===== src/hw/tdd_port_pkg.sv =====
// Purpose: Shared constants and types for the duplex converter port
// Assumes: 100 MHz system clock
// Notes: Mode encoding shared by the port and its mode decoder
package tdd_port_pkg;

  // ****************************************************************
  // Widths
  // ****************************************************************
  localparam int DAC_WIDTH = 7;
  localparam int ADC_WIDTH = 5;

  // ****************************************************************
  // Reset values and codes
  // ****************************************************************
  localparam logic [6:0] DAC_RESET = 7'h00;
  localparam logic [4:0] ADC_RESET = 5'h00;
  localparam logic [6:0] DAC_POS_FULL = 7'h3f;
  localparam logic [6:0] DAC_NEG_FULL = 7'h40;

  // ****************************************************************
  // Timing
  // ****************************************************************
  localparam int CLK_PERIOD_NS = 10;
  localparam int WAKE_TIME_NS = 2400;
  localparam int WAKE_CYCLES = (WAKE_TIME_NS + CLK_PERIOD_NS - 1) / CLK_PERIOD_NS;
  localparam logic [8:0] WAKE_COUNT = 9'(WAKE_CYCLES);

  // ****************************************************************
  // Modes, Gray coded along shutdown, receive, transmit
  // ****************************************************************
  typedef enum logic [1:0] {
    MODE_SHUTDOWN = 2'b00,
    MODE_RECEIVE = 2'b01,
    MODE_TRANSMIT = 2'b11
  } mode_e;

  // Decode the enable pair into a mode
  function automatic mode_e decode_mode(input logic rx, input logic tx);
    if (rx && !tx) begin
      return MODE_RECEIVE;
    end else if (tx && !rx) begin
      return MODE_TRANSMIT;
    end
    return MODE_SHUTDOWN;
  endfunction

endpackage


===== src/hw/mode_if.sv =====
// Purpose: Carries mode and readiness between decoder and port
// Assumes: Single clock domain
// Notes: Decoder drives, port reads
`timescale 1ns/1ps
interface mode_if;
  import tdd_port_pkg::*;
  mode_e mode;
  logic ready;
  modport source (output mode, output ready);
  modport sink (input mode, input ready);
endinterface


===== src/hw/mode_decoder.sv =====
// Purpose: Synchronises the enables and tracks mode and wake-up
// Assumes: Enables arrive asynchronously from the controller
// Notes: Three flops per enable; change accepted when last two agree
`timescale 1ns/1ps
module mode_decoder
  import tdd_port_pkg::*;
(
  input wire logic clk,
  input wire logic resetn,
  input wire logic receive_enable_in,
  input wire logic transmit_enable_in,
  mode_if.source mif
);

  logic [2:0] rx_sync;
  logic [2:0] tx_sync;
  logic rx_stable;
  logic tx_stable;
  mode_e mode;
  logic [8:0] wake_cnt;
  logic [2:0] next_rx_sync;
  logic [2:0] next_tx_sync;
  logic next_rx_stable;
  logic next_tx_stable;
  mode_e next_mode;
  logic [8:0] next_wake_cnt;

  // ****************************************************************
  // Next state
  // ****************************************************************
  always_comb begin
    next_rx_sync = {rx_sync[1:0], receive_enable_in};
    next_tx_sync = {tx_sync[1:0], transmit_enable_in};
    next_rx_stable = (rx_sync[1] == rx_sync[2]) ? rx_sync[2] : rx_stable;
    next_tx_stable = (tx_sync[1] == tx_sync[2]) ? tx_sync[2] : tx_stable;
    next_mode = decode_mode(rx_stable, tx_stable);
    next_wake_cnt = wake_cnt;
    case (next_mode)
      MODE_SHUTDOWN: begin
        next_wake_cnt = WAKE_COUNT;
      end
      default: begin
        if (next_mode != mode) begin
          next_wake_cnt = WAKE_COUNT;
        end else if (wake_cnt != 9'h000) begin
          next_wake_cnt = wake_cnt - 9'h001;
        end
      end
    endcase
  end

  // ****************************************************************
  // Registers
  // ****************************************************************
  always_ff @(posedge clk or negedge resetn) begin
    if (!resetn) begin
      rx_sync <= 3'h0;
      tx_sync <= 3'h0;
      rx_stable <= 1'b0;
      tx_stable <= 1'b0;
      mode <= MODE_SHUTDOWN;
      wake_cnt <= WAKE_COUNT;
    end else begin
      rx_sync <= next_rx_sync;
      tx_sync <= next_tx_sync;
      rx_stable <= next_rx_stable;
      tx_stable <= next_tx_stable;
      mode <= next_mode;
      wake_cnt <= next_wake_cnt;
    end
  end

  assign mif.mode = mode;
  assign mif.ready = (mode != MODE_SHUTDOWN) && (wake_cnt == 9'h000);

endmodule // mode_decoder


===== src/hw/tdd_adc_dac_mode_port.sv =====
// Purpose: Digital port of a duplex converter with shared data pins
// Assumes: Converter clock, enables and data pins come from a controller
// Notes: Converter clock is sampled on the system clock
`timescale 1ns/1ps
module tdd_adc_dac_mode_port
  import tdd_port_pkg::*;
(
  input wire logic clk,
  input wire logic resetn,
  input wire logic conv_clk_in,
  input wire logic receive_enable_in,
  input wire logic transmit_enable_in,
  input wire logic dac_data_bit_top,
  input wire logic dac_data_bit_second,
  input wire logic [4:0] shared_data_pins_in,
  output logic [4:0] shared_data_pins_out,
  output logic [4:0] shared_data_pins_oe,
  input wire logic [4:0] adc_sample_in,
  output logic [6:0] dac_code_out,
  output logic dac_active,
  output logic adc_active,
  output logic analog_pair_is_output,
  output logic converter_ready
);

  mode_if mif ();

  // ****************************************************************
  // Mode decoding
  // ****************************************************************
  mode_decoder u_mode (
    .clk(clk),
    .resetn(resetn),
    .receive_enable_in(receive_enable_in),
    .transmit_enable_in(transmit_enable_in),
    .mif(mif)
  );

  logic [2:0] cclk_sync;
  logic cclk_level;
  logic [2:0] top_sync;
  logic [2:0] sec_sync;
  logic [14:0] low_sync;
  logic [4:0] adc_samp_sync;
  logic [6:0] dac_master;
  logic [6:0] dac_slave;
  logic [4:0] adc_held;
  logic [4:0] adc_out;
  logic [4:0] pin_oe;
  logic dac_on;
  logic adc_on;
  logic ana_out;
  logic ready;
  logic [2:0] next_cclk_sync;
  logic next_cclk_level;
  logic [2:0] next_top_sync;
  logic [2:0] next_sec_sync;
  logic [14:0] next_low_sync;
  logic [6:0] next_dac_master;
  logic [6:0] next_dac_slave;
  logic [4:0] next_adc_held;
  logic [4:0] next_adc_out;
  logic [4:0] next_pin_oe;
  logic next_dac_on;
  logic next_adc_on;
  logic next_ana_out;
  logic next_ready;
  logic fall;
  logic rise;
  logic [6:0] pin_word;
  logic tx_mode;
  logic rx_mode;
  logic [6:0] pin_mid;
  logic [6:0] pin_last;
  logic [6:0] pin_diff;
  logic [6:0] pin_level;
  logic [6:0] next_pin_level;

  // ****************************************************************
  // Pin synchronisers and edge detection
  // ****************************************************************
  always_comb begin
    next_cclk_sync = {cclk_sync[1:0], conv_clk_in};
    next_cclk_level = (cclk_sync[1] == cclk_sync[2]) ? cclk_sync[2] : cclk_level;
    fall = cclk_level && !next_cclk_level;
    rise = !cclk_level && next_cclk_level;
    next_top_sync = {top_sync[1:0], dac_data_bit_top};
    next_sec_sync = {sec_sync[1:0], dac_data_bit_second};
    next_low_sync = {low_sync[9:0], shared_data_pins_in};
    tx_mode = (mif.mode == MODE_TRANSMIT);
    rx_mode = (mif.mode == MODE_RECEIVE);
    // Top pin is MSB, lowest shared pin is LSB
    pin_mid = {top_sync[1], sec_sync[1], low_sync[9:5]};
    pin_last = {top_sync[2], sec_sync[2], low_sync[14:10]};
    // A data bit only moves once its last two stages agree
    pin_diff = pin_mid ^ pin_last;
    next_pin_level = (pin_last & ~pin_diff) | (pin_level & pin_diff);
    pin_word = pin_level;
  end

  // ****************************************************************
  // Converter data paths
  // ****************************************************************
  always_comb begin
    next_dac_master = dac_master;
    next_dac_slave = dac_slave;
    next_adc_held = adc_held;
    next_adc_out = adc_out;
    case (mif.mode)
      MODE_TRANSMIT: begin
        next_adc_out = ADC_RESET;
        if (fall) begin
          next_dac_master = pin_word;
        end
        if (rise) begin
          next_dac_slave = dac_master;
        end
      end
      MODE_RECEIVE: begin
        if (fall) begin
          next_adc_held = adc_samp_sync;
        end
        if (rise) begin
          next_adc_out = adc_held;
        end
      end
      default: begin
        next_adc_out = ADC_RESET;
      end
    endcase
  end

  // ****************************************************************
  // Mode flags
  // ****************************************************************
  // Flags and pin enables follow the decoded mode
  always_comb begin
    next_dac_on = tx_mode;
    next_adc_on = rx_mode;
    next_ana_out = tx_mode;
    next_pin_oe = rx_mode ? 5'h1f : 5'h00;
    next_ready = mif.ready;
  end

  // ****************************************************************
  // Synchroniser registers
  // ****************************************************************
  // Three stages per clock and DAC data pin, one for the ADC sample, plus the settled levels
  always_ff @(posedge clk or negedge resetn) begin
    if (!resetn) begin
      cclk_sync <= 3'h0;
      cclk_level <= 1'b0;
      top_sync <= 3'h0;
      sec_sync <= 3'h0;
      low_sync <= 15'h0000;
      pin_level <= DAC_RESET;
      adc_samp_sync <= ADC_RESET;
    end else begin
      cclk_sync <= next_cclk_sync;
      cclk_level <= next_cclk_level;
      top_sync <= next_top_sync;
      sec_sync <= next_sec_sync;
      low_sync <= next_low_sync;
      pin_level <= next_pin_level;
      adc_samp_sync <= adc_sample_in;
    end
  end

  // ****************************************************************
  // Converter data registers
  // ****************************************************************
  // Master, slave and ADC output stages
  always_ff @(posedge clk or negedge resetn) begin
    if (!resetn) begin
      dac_master <= DAC_RESET;
      dac_slave <= DAC_RESET;
      adc_held <= ADC_RESET;
      adc_out <= ADC_RESET;
    end else begin
      dac_master <= next_dac_master;
      dac_slave <= next_dac_slave;
      adc_held <= next_adc_held;
      adc_out <= next_adc_out;
    end
  end

  // ****************************************************************
  // Status registers
  // ****************************************************************
  // Mode flags, pin enables and readiness
  always_ff @(posedge clk or negedge resetn) begin
    if (!resetn) begin
      pin_oe <= 5'h00;
      dac_on <= 1'b0;
      adc_on <= 1'b0;
      ana_out <= 1'b0;
      ready <= 1'b0;
    end else begin
      pin_oe <= next_pin_oe;
      dac_on <= next_dac_on;
      adc_on <= next_adc_on;
      ana_out <= next_ana_out;
      ready <= next_ready;
    end
  end

  // Outputs straight from flops
  assign shared_data_pins_out = adc_out;
  assign shared_data_pins_oe = pin_oe;
  assign dac_code_out = dac_slave;
  assign dac_active = dac_on;
  assign adc_active = adc_on;
  assign analog_pair_is_output = ana_out;
  assign converter_ready = ready;

endmodule // tdd_adc_dac_mode_port


===== config.mk =====
export PLATFORM = sky130hd
export DESIGN_NAME = tdd_adc_dac_mode_port
export DESIGN_NICKNAME = d
export VERILOG_FILES = /design/src/hw/tdd_port_pkg.sv /design/src/hw/mode_if.sv /design/src/hw/mode_decoder.sv /design/src/hw/tdd_adc_dac_mode_port.sv
export SDC_FILE = /design/constraint.sdc
export NUM_CORES = 1
export LEC_CHECK = 0
export ABC_AREA = 1
export BUFFER_PORTS_ARGS = -buffer_cell sky130_fd_sc_hd__buf_2
export CAP_MARGIN = 5
export CORE_ASPECT_RATIO = 0.7
export CORE_UTILIZATION = 60
export DETAILED_ROUTE_END_ITERATION = 6
export GPL_TIMING_DRIVEN = 0
export PLACE_DENSITY = 0.82
export RECOVER_POWER = 25
export SETUP_SLACK_MARGIN = 0.02
export SLEW_MARGIN = 20
export SYNTH_ARGS = -nofsm -noshare
export SYNTH_HDL_FRONTEND = slang
export SYNTH_HIERARCHICAL = 1
export SYNTH_SLANG_ARGS = --single-unit

===== constraint.sdc =====
create_clock -name clk -period 2.9 [get_ports clk]
set_input_delay 0.725 -clock clk [delete_from_list [all_inputs] [get_ports clk]]
set_output_delay 0.725 -clock clk [all_outputs]
set_load 0.01 [all_outputs]

; Word level (Yosys, flattened, before mapping)
; Index checks and enable logic that the tools add are counted.
[op_classes]
add_sub_neg = 1
eq_ne = 7
n_mux = 12
n_bitwise = 5
reduce_logical = 17
[op_table]
columns = op, count
row1 = 9-bit 2-to-1 mux, 3
row2 = 5-bit 2-to-1 mux, 3
row3 = 7-bit AND, 2
row4 = 9-bit logical NOT, 1
row5 = 9-bit nonzero test, 1
row6 = "9-bit by 1-bit subtractor with 9-bit output, second input constant", 1
row7 = 7-bit inverter, 1
row8 = 7-bit bitwise OR, 1
row9 = 7-bit XOR, 1
row10 = 2-bit 2-to-1 mux, 3
row11 = 2-bit AND reduction, 3
row12 = 1-bit logical AND, 5
row13 = 1-bit logical NOT, 4
row14 = 1-bit equality test, 3
row15 = 1-bit 2-to-1 mux, 3
row16 = 3-bit nonzero test, 1
row17 = "2-bit by 1-bit equality test with 1-bit output, second input constant", 1
row18 = "2-bit equality test, second input constant", 1
row19 = 2-bit logical NOT, 1
row20 = "2-bit by 1-bit != test with 1-bit output, second input constant", 1
row21 = 2-bit != test, 1
row22 = 2-bit nonzero test, 1
[word_totals]
regBits = 88
in_bits = 17
output_inout_bits = 21
word_cells = 63

; Logic depth before layout (Yosys ltp)
[depth]
word_depth = 8
depth_mapped = 9
ltp_nobuf = 9

; Cells and area by module
; The synthesis kept the hierarchy.
[modules_own_cells]
columns = mod, instances, cells_each, area_per_inst_um2, seq_area_each_um2
row1 = tdd_adc_dac_mode_port, 1, 182, 2190.9, 1601.5
row2 = mode_decoder, 1, 101, 903.4, 480.5

; Worst setup path after synthesis
; No wires, ideal clock.
[synth_timing]
kind = register to output
from = register shared_data_pins_oe[3] (netlist name)
to = output port shared_data_pins_oe[0]
arrival_time_ps = 593
required_ps = 2175
path_slack_ps = 1582
path_stages_with_launch = 2
path_buffers = 1
cell_sequence = dfrtp_1 > buf_4
[synth_lines]
columns = item, line_no
row1 = "end, declared", tdd_adc_dac_mode_port.sv:17  ; output logic [4:0] shared_data_pins_oe,

==> results by group <==
Placement
  – DP Wirelength: between 3000 and 4000 um
  – Port bufs: 37
  – Routability cong.: between 0.7 and 0.8

Synthesis
  – Synth cell types: 24
  – Synth warn: 6
  – Ranking of synthesized cells by area: dfrtp_1 64%, nand2_1 8.4%, nand3_1 4.0%
  – Avg Synthesized Cell Area: roughly 11 um^2
  – Sequential share of the synthesized area: between 60 and 70%
  – Number of flops mapped to enable cells by yosys: 0
  – Syn nets: 302
  – Mapped Cells: between 200 and 300
  – Number of synthesized register bits: a little over 80
  – Post-synthesis async set-or-reset flop share: 100%
  – Post-synth top area share: a little under two thirds
  – Synthesized area: 3090 um^2
  – Leading area contributor after synthesis: dfrtp_1
  – Primary FF master, synth: dfrtp_1

STA
  – Hold Vio Cnt, Final: 0
  – # setup viols final: 0
  – Final TNS setup: 0 ns
  – FMAX: between 500 and 600 MHz
  – Crit share post-route: between 60% and 70%
  – Slew headroom: 10.0%
  – Hold WS: between 0.3 and 0.4 ns
  – Final max-slew violation count: 0
  – Worst-Margin Slew: around 1.3 ns
  – RSZ-0062 raised after global routing: false
  – Clock skew: ~0.0075 ns
  – Post-layout min period: between 1.5 and 2 ns

Detailed routing
  – Drt first pass iters: 4
  – DRC: 0
  – Vias post-DR: slightly below 2000
  – Post-DRT Antenna Nets: 0
  – WL final: between 5000 and 6000 um
  – Via-to-Cell Ratio: 4.83
  – Number of DRC markers in iteration 0: ~120
  – Drt wl/cell: 12.5 um

GRT
  – Initial antenna violation count: 0
  – Vias in the first global route: 1842
  – Largest net degree at the start of global routing: 60
  – First-pass GRT wire length: around 8300 um
  – Total Routing Usage GR: 21.7%
  – Grt total ovfl: 0

Floorplanning
  – Die ar.: 5450 um^2
  – Top-Level Pins: 38
  – Core area: between 4000 and 5000 um^2
  – Initial Util: 63.7%
  – DIE WIDTH: 87.8 um
  – Row cnt: 21
  – Die H: between 60 and 70 um

Power
  – Pwr dens: about 740 nW/um^2
  – Max IR drop VDD: a little under 0.4 mV
  – Pleak: about 1.9 nW
  – Total power: between 2 and 3 mW

Clock network
  – CTS Hold Buffers Added: 0
  – Clock Path Buffers: 2
  – TritonCTS clock tree: built
  – Post-CTS setup buffers: 0
  – CTS buffer count: 9
  – Htree depth: 3
  – Clock Sinks: 83
  – Clock Latency Late Sink: ~0.35 ns
  – Clk root buf: clkbuf_8
  – Clock transition at path regs: ~0.08 ns
  – # resized after CTS: 0

Hold path
  – Worst hold endpoint: low_sync[7]$_DFF_PN0_
  – Hold path cells: 0
  – Worst hold path type: reg -> reg
  – Hold path start: low_sync[2]$_DFF_PN0_

Cells and area
  – Most frequent cells in the layout: 79 x dfrtp_1, 69 x nand2_1, 37 x buf_2, 29 x inv_1, 25 x nand3_1
  – Most common library cell in the layout ignoring fill and taps: dfrtp_1
  – Final nets: approximately 350
  – Layout cell share with drive strength beyond 1: roughly a quarter
  – # diodes: 0
  – Area Growth Syn to Fin: 16.1%
  – Final Util: 73.9%

Critical path
  – Worst Reg-to-Reg Cells: 8
  – Critical path, cell by cell: buf_4, buf_2
  – Crit-path max FO: 6
  – Max incr delay on CP: 0.45 ns
  – Reg-to-reg startpoint: u_mode/rx_stable$_DFFE_PN0N_
  – Worst flop-to-flop path endpoint: u_mode/wake_cnt[2]$_DFFE_PN0P_
  – WP buf/inv: 2
  – Setup Crit Path Kind: reg -> out
  – R2r setup slk: ~1.5 ns
  – CP max-delay cell: dfrtp_1
  – CP required: 2.17 ns
  – CP arrival: approximately 1.1 ns
  – CP top delay family: flip-flops
  – Crit path launch type: register
  – Crit path capture type: output pin

Job
  – MaxCap Viol Count: 0

Status
  – Status: complete, no violations
-- metal layers --
layer  track usage (%)  wire length [um]
met2              37.3              2460
met5                 0                 0
met4              8.43                67
met1              25.8              2330
met3              7.53               220
-- flip-flops by register name, indices dropped and copies added, names as in the netlist, 5 cells and up, named ones only --
| signal | cells |
|---|---|
| low_sync | 15 |
| u_mode/wake_cnt | 9 |
| dac_code_out | 7 |
| dac_master | 7 |
| adc_held | 5 |
| adc_samp_sync | 5 |
| shared_data_pins_out | 5 |
-- cell families after synthesis --
kind of cell | Yosys count | share of synthesized area [%]
adder cells (fa/ha/maj) | 11 | 3.72
buffers and inverters | 44 | 6.23
flip-flops | 83 | 67.3
AO/OA/AOI/OAI | 18 | 3.88
AND/OR/NAND/NOR | 127 | 18.9
-- worst max path at each step --
stage,from,end,depth (start not counted)
after floorplan,shared_data_pins_oe[3]$_DFF_PN0_,shared_data_pins_oe[0],1
after global placement,resetn,u_mode/wake_cnt[0]$_DFFE_PN0P_,1
after detailed placement,shared_data_pins_oe[3]$_DFF_PN0_,shared_data_pins_oe[0],2
after CTS,shared_data_pins_oe[3]$_DFF_PN0_,shared_data_pins_oe[0],2
after global routing,shared_data_pins_oe[3]$_DFF_PN0_,shared_data_pins_oe[1],2
final,shared_data_pins_oe[3]$_DFF_PN0_,shared_data_pins_oe[0],2
-- power by group --
group / internal [mW] / total, mW / switching, mW
Combinational: 0.186 / 0.447 / 0.261
Sequential: 1.31 / 1.41 / 0.0984
Clock: 0.403 / 0.811 / 0.408
-- synthesized netlist by cell type (2+ instances only) --
cell type,number
nand3_1,25
buf_4,7
o21ai_0,4
inv_2,7
ha_1,2
nand3_2,2
nand4_1,2
nand2_2,6
o21bai_1,12
nor2_2,3
dfstp_2,4
dfrtp_1,79
nor2_1,15
inv_1,29
nand2_1,69
maj3_1,9
-- cell type report --
cell class              count  area, um^2
well taps                  69        86.3
repair buffers             38         211
flip-flops and latches     83        2080
clock buffers               9         124
fillers                   335        1270
plain buffers               8        57.6
inverters                  36         135
clock inverters             7        77.6
multi-input cells         156         820
-- metrics by stage --
step | worst slack (ns) | cells | cell area (um^2)
2_1_floorplan | 1.58 | 283 | 3090
3_3_place_gp | 0.538 | 389 | 3370
3_5_place_dp | 1.46 | 390 | 3400
4_1_cts | 1.08 | 406 | 3600
5_1_grt | 1.04 | 406 | 3590
6_report | 1.10 | 406 | 3590
Note: power is estimated with default switching activity, not from simulation.
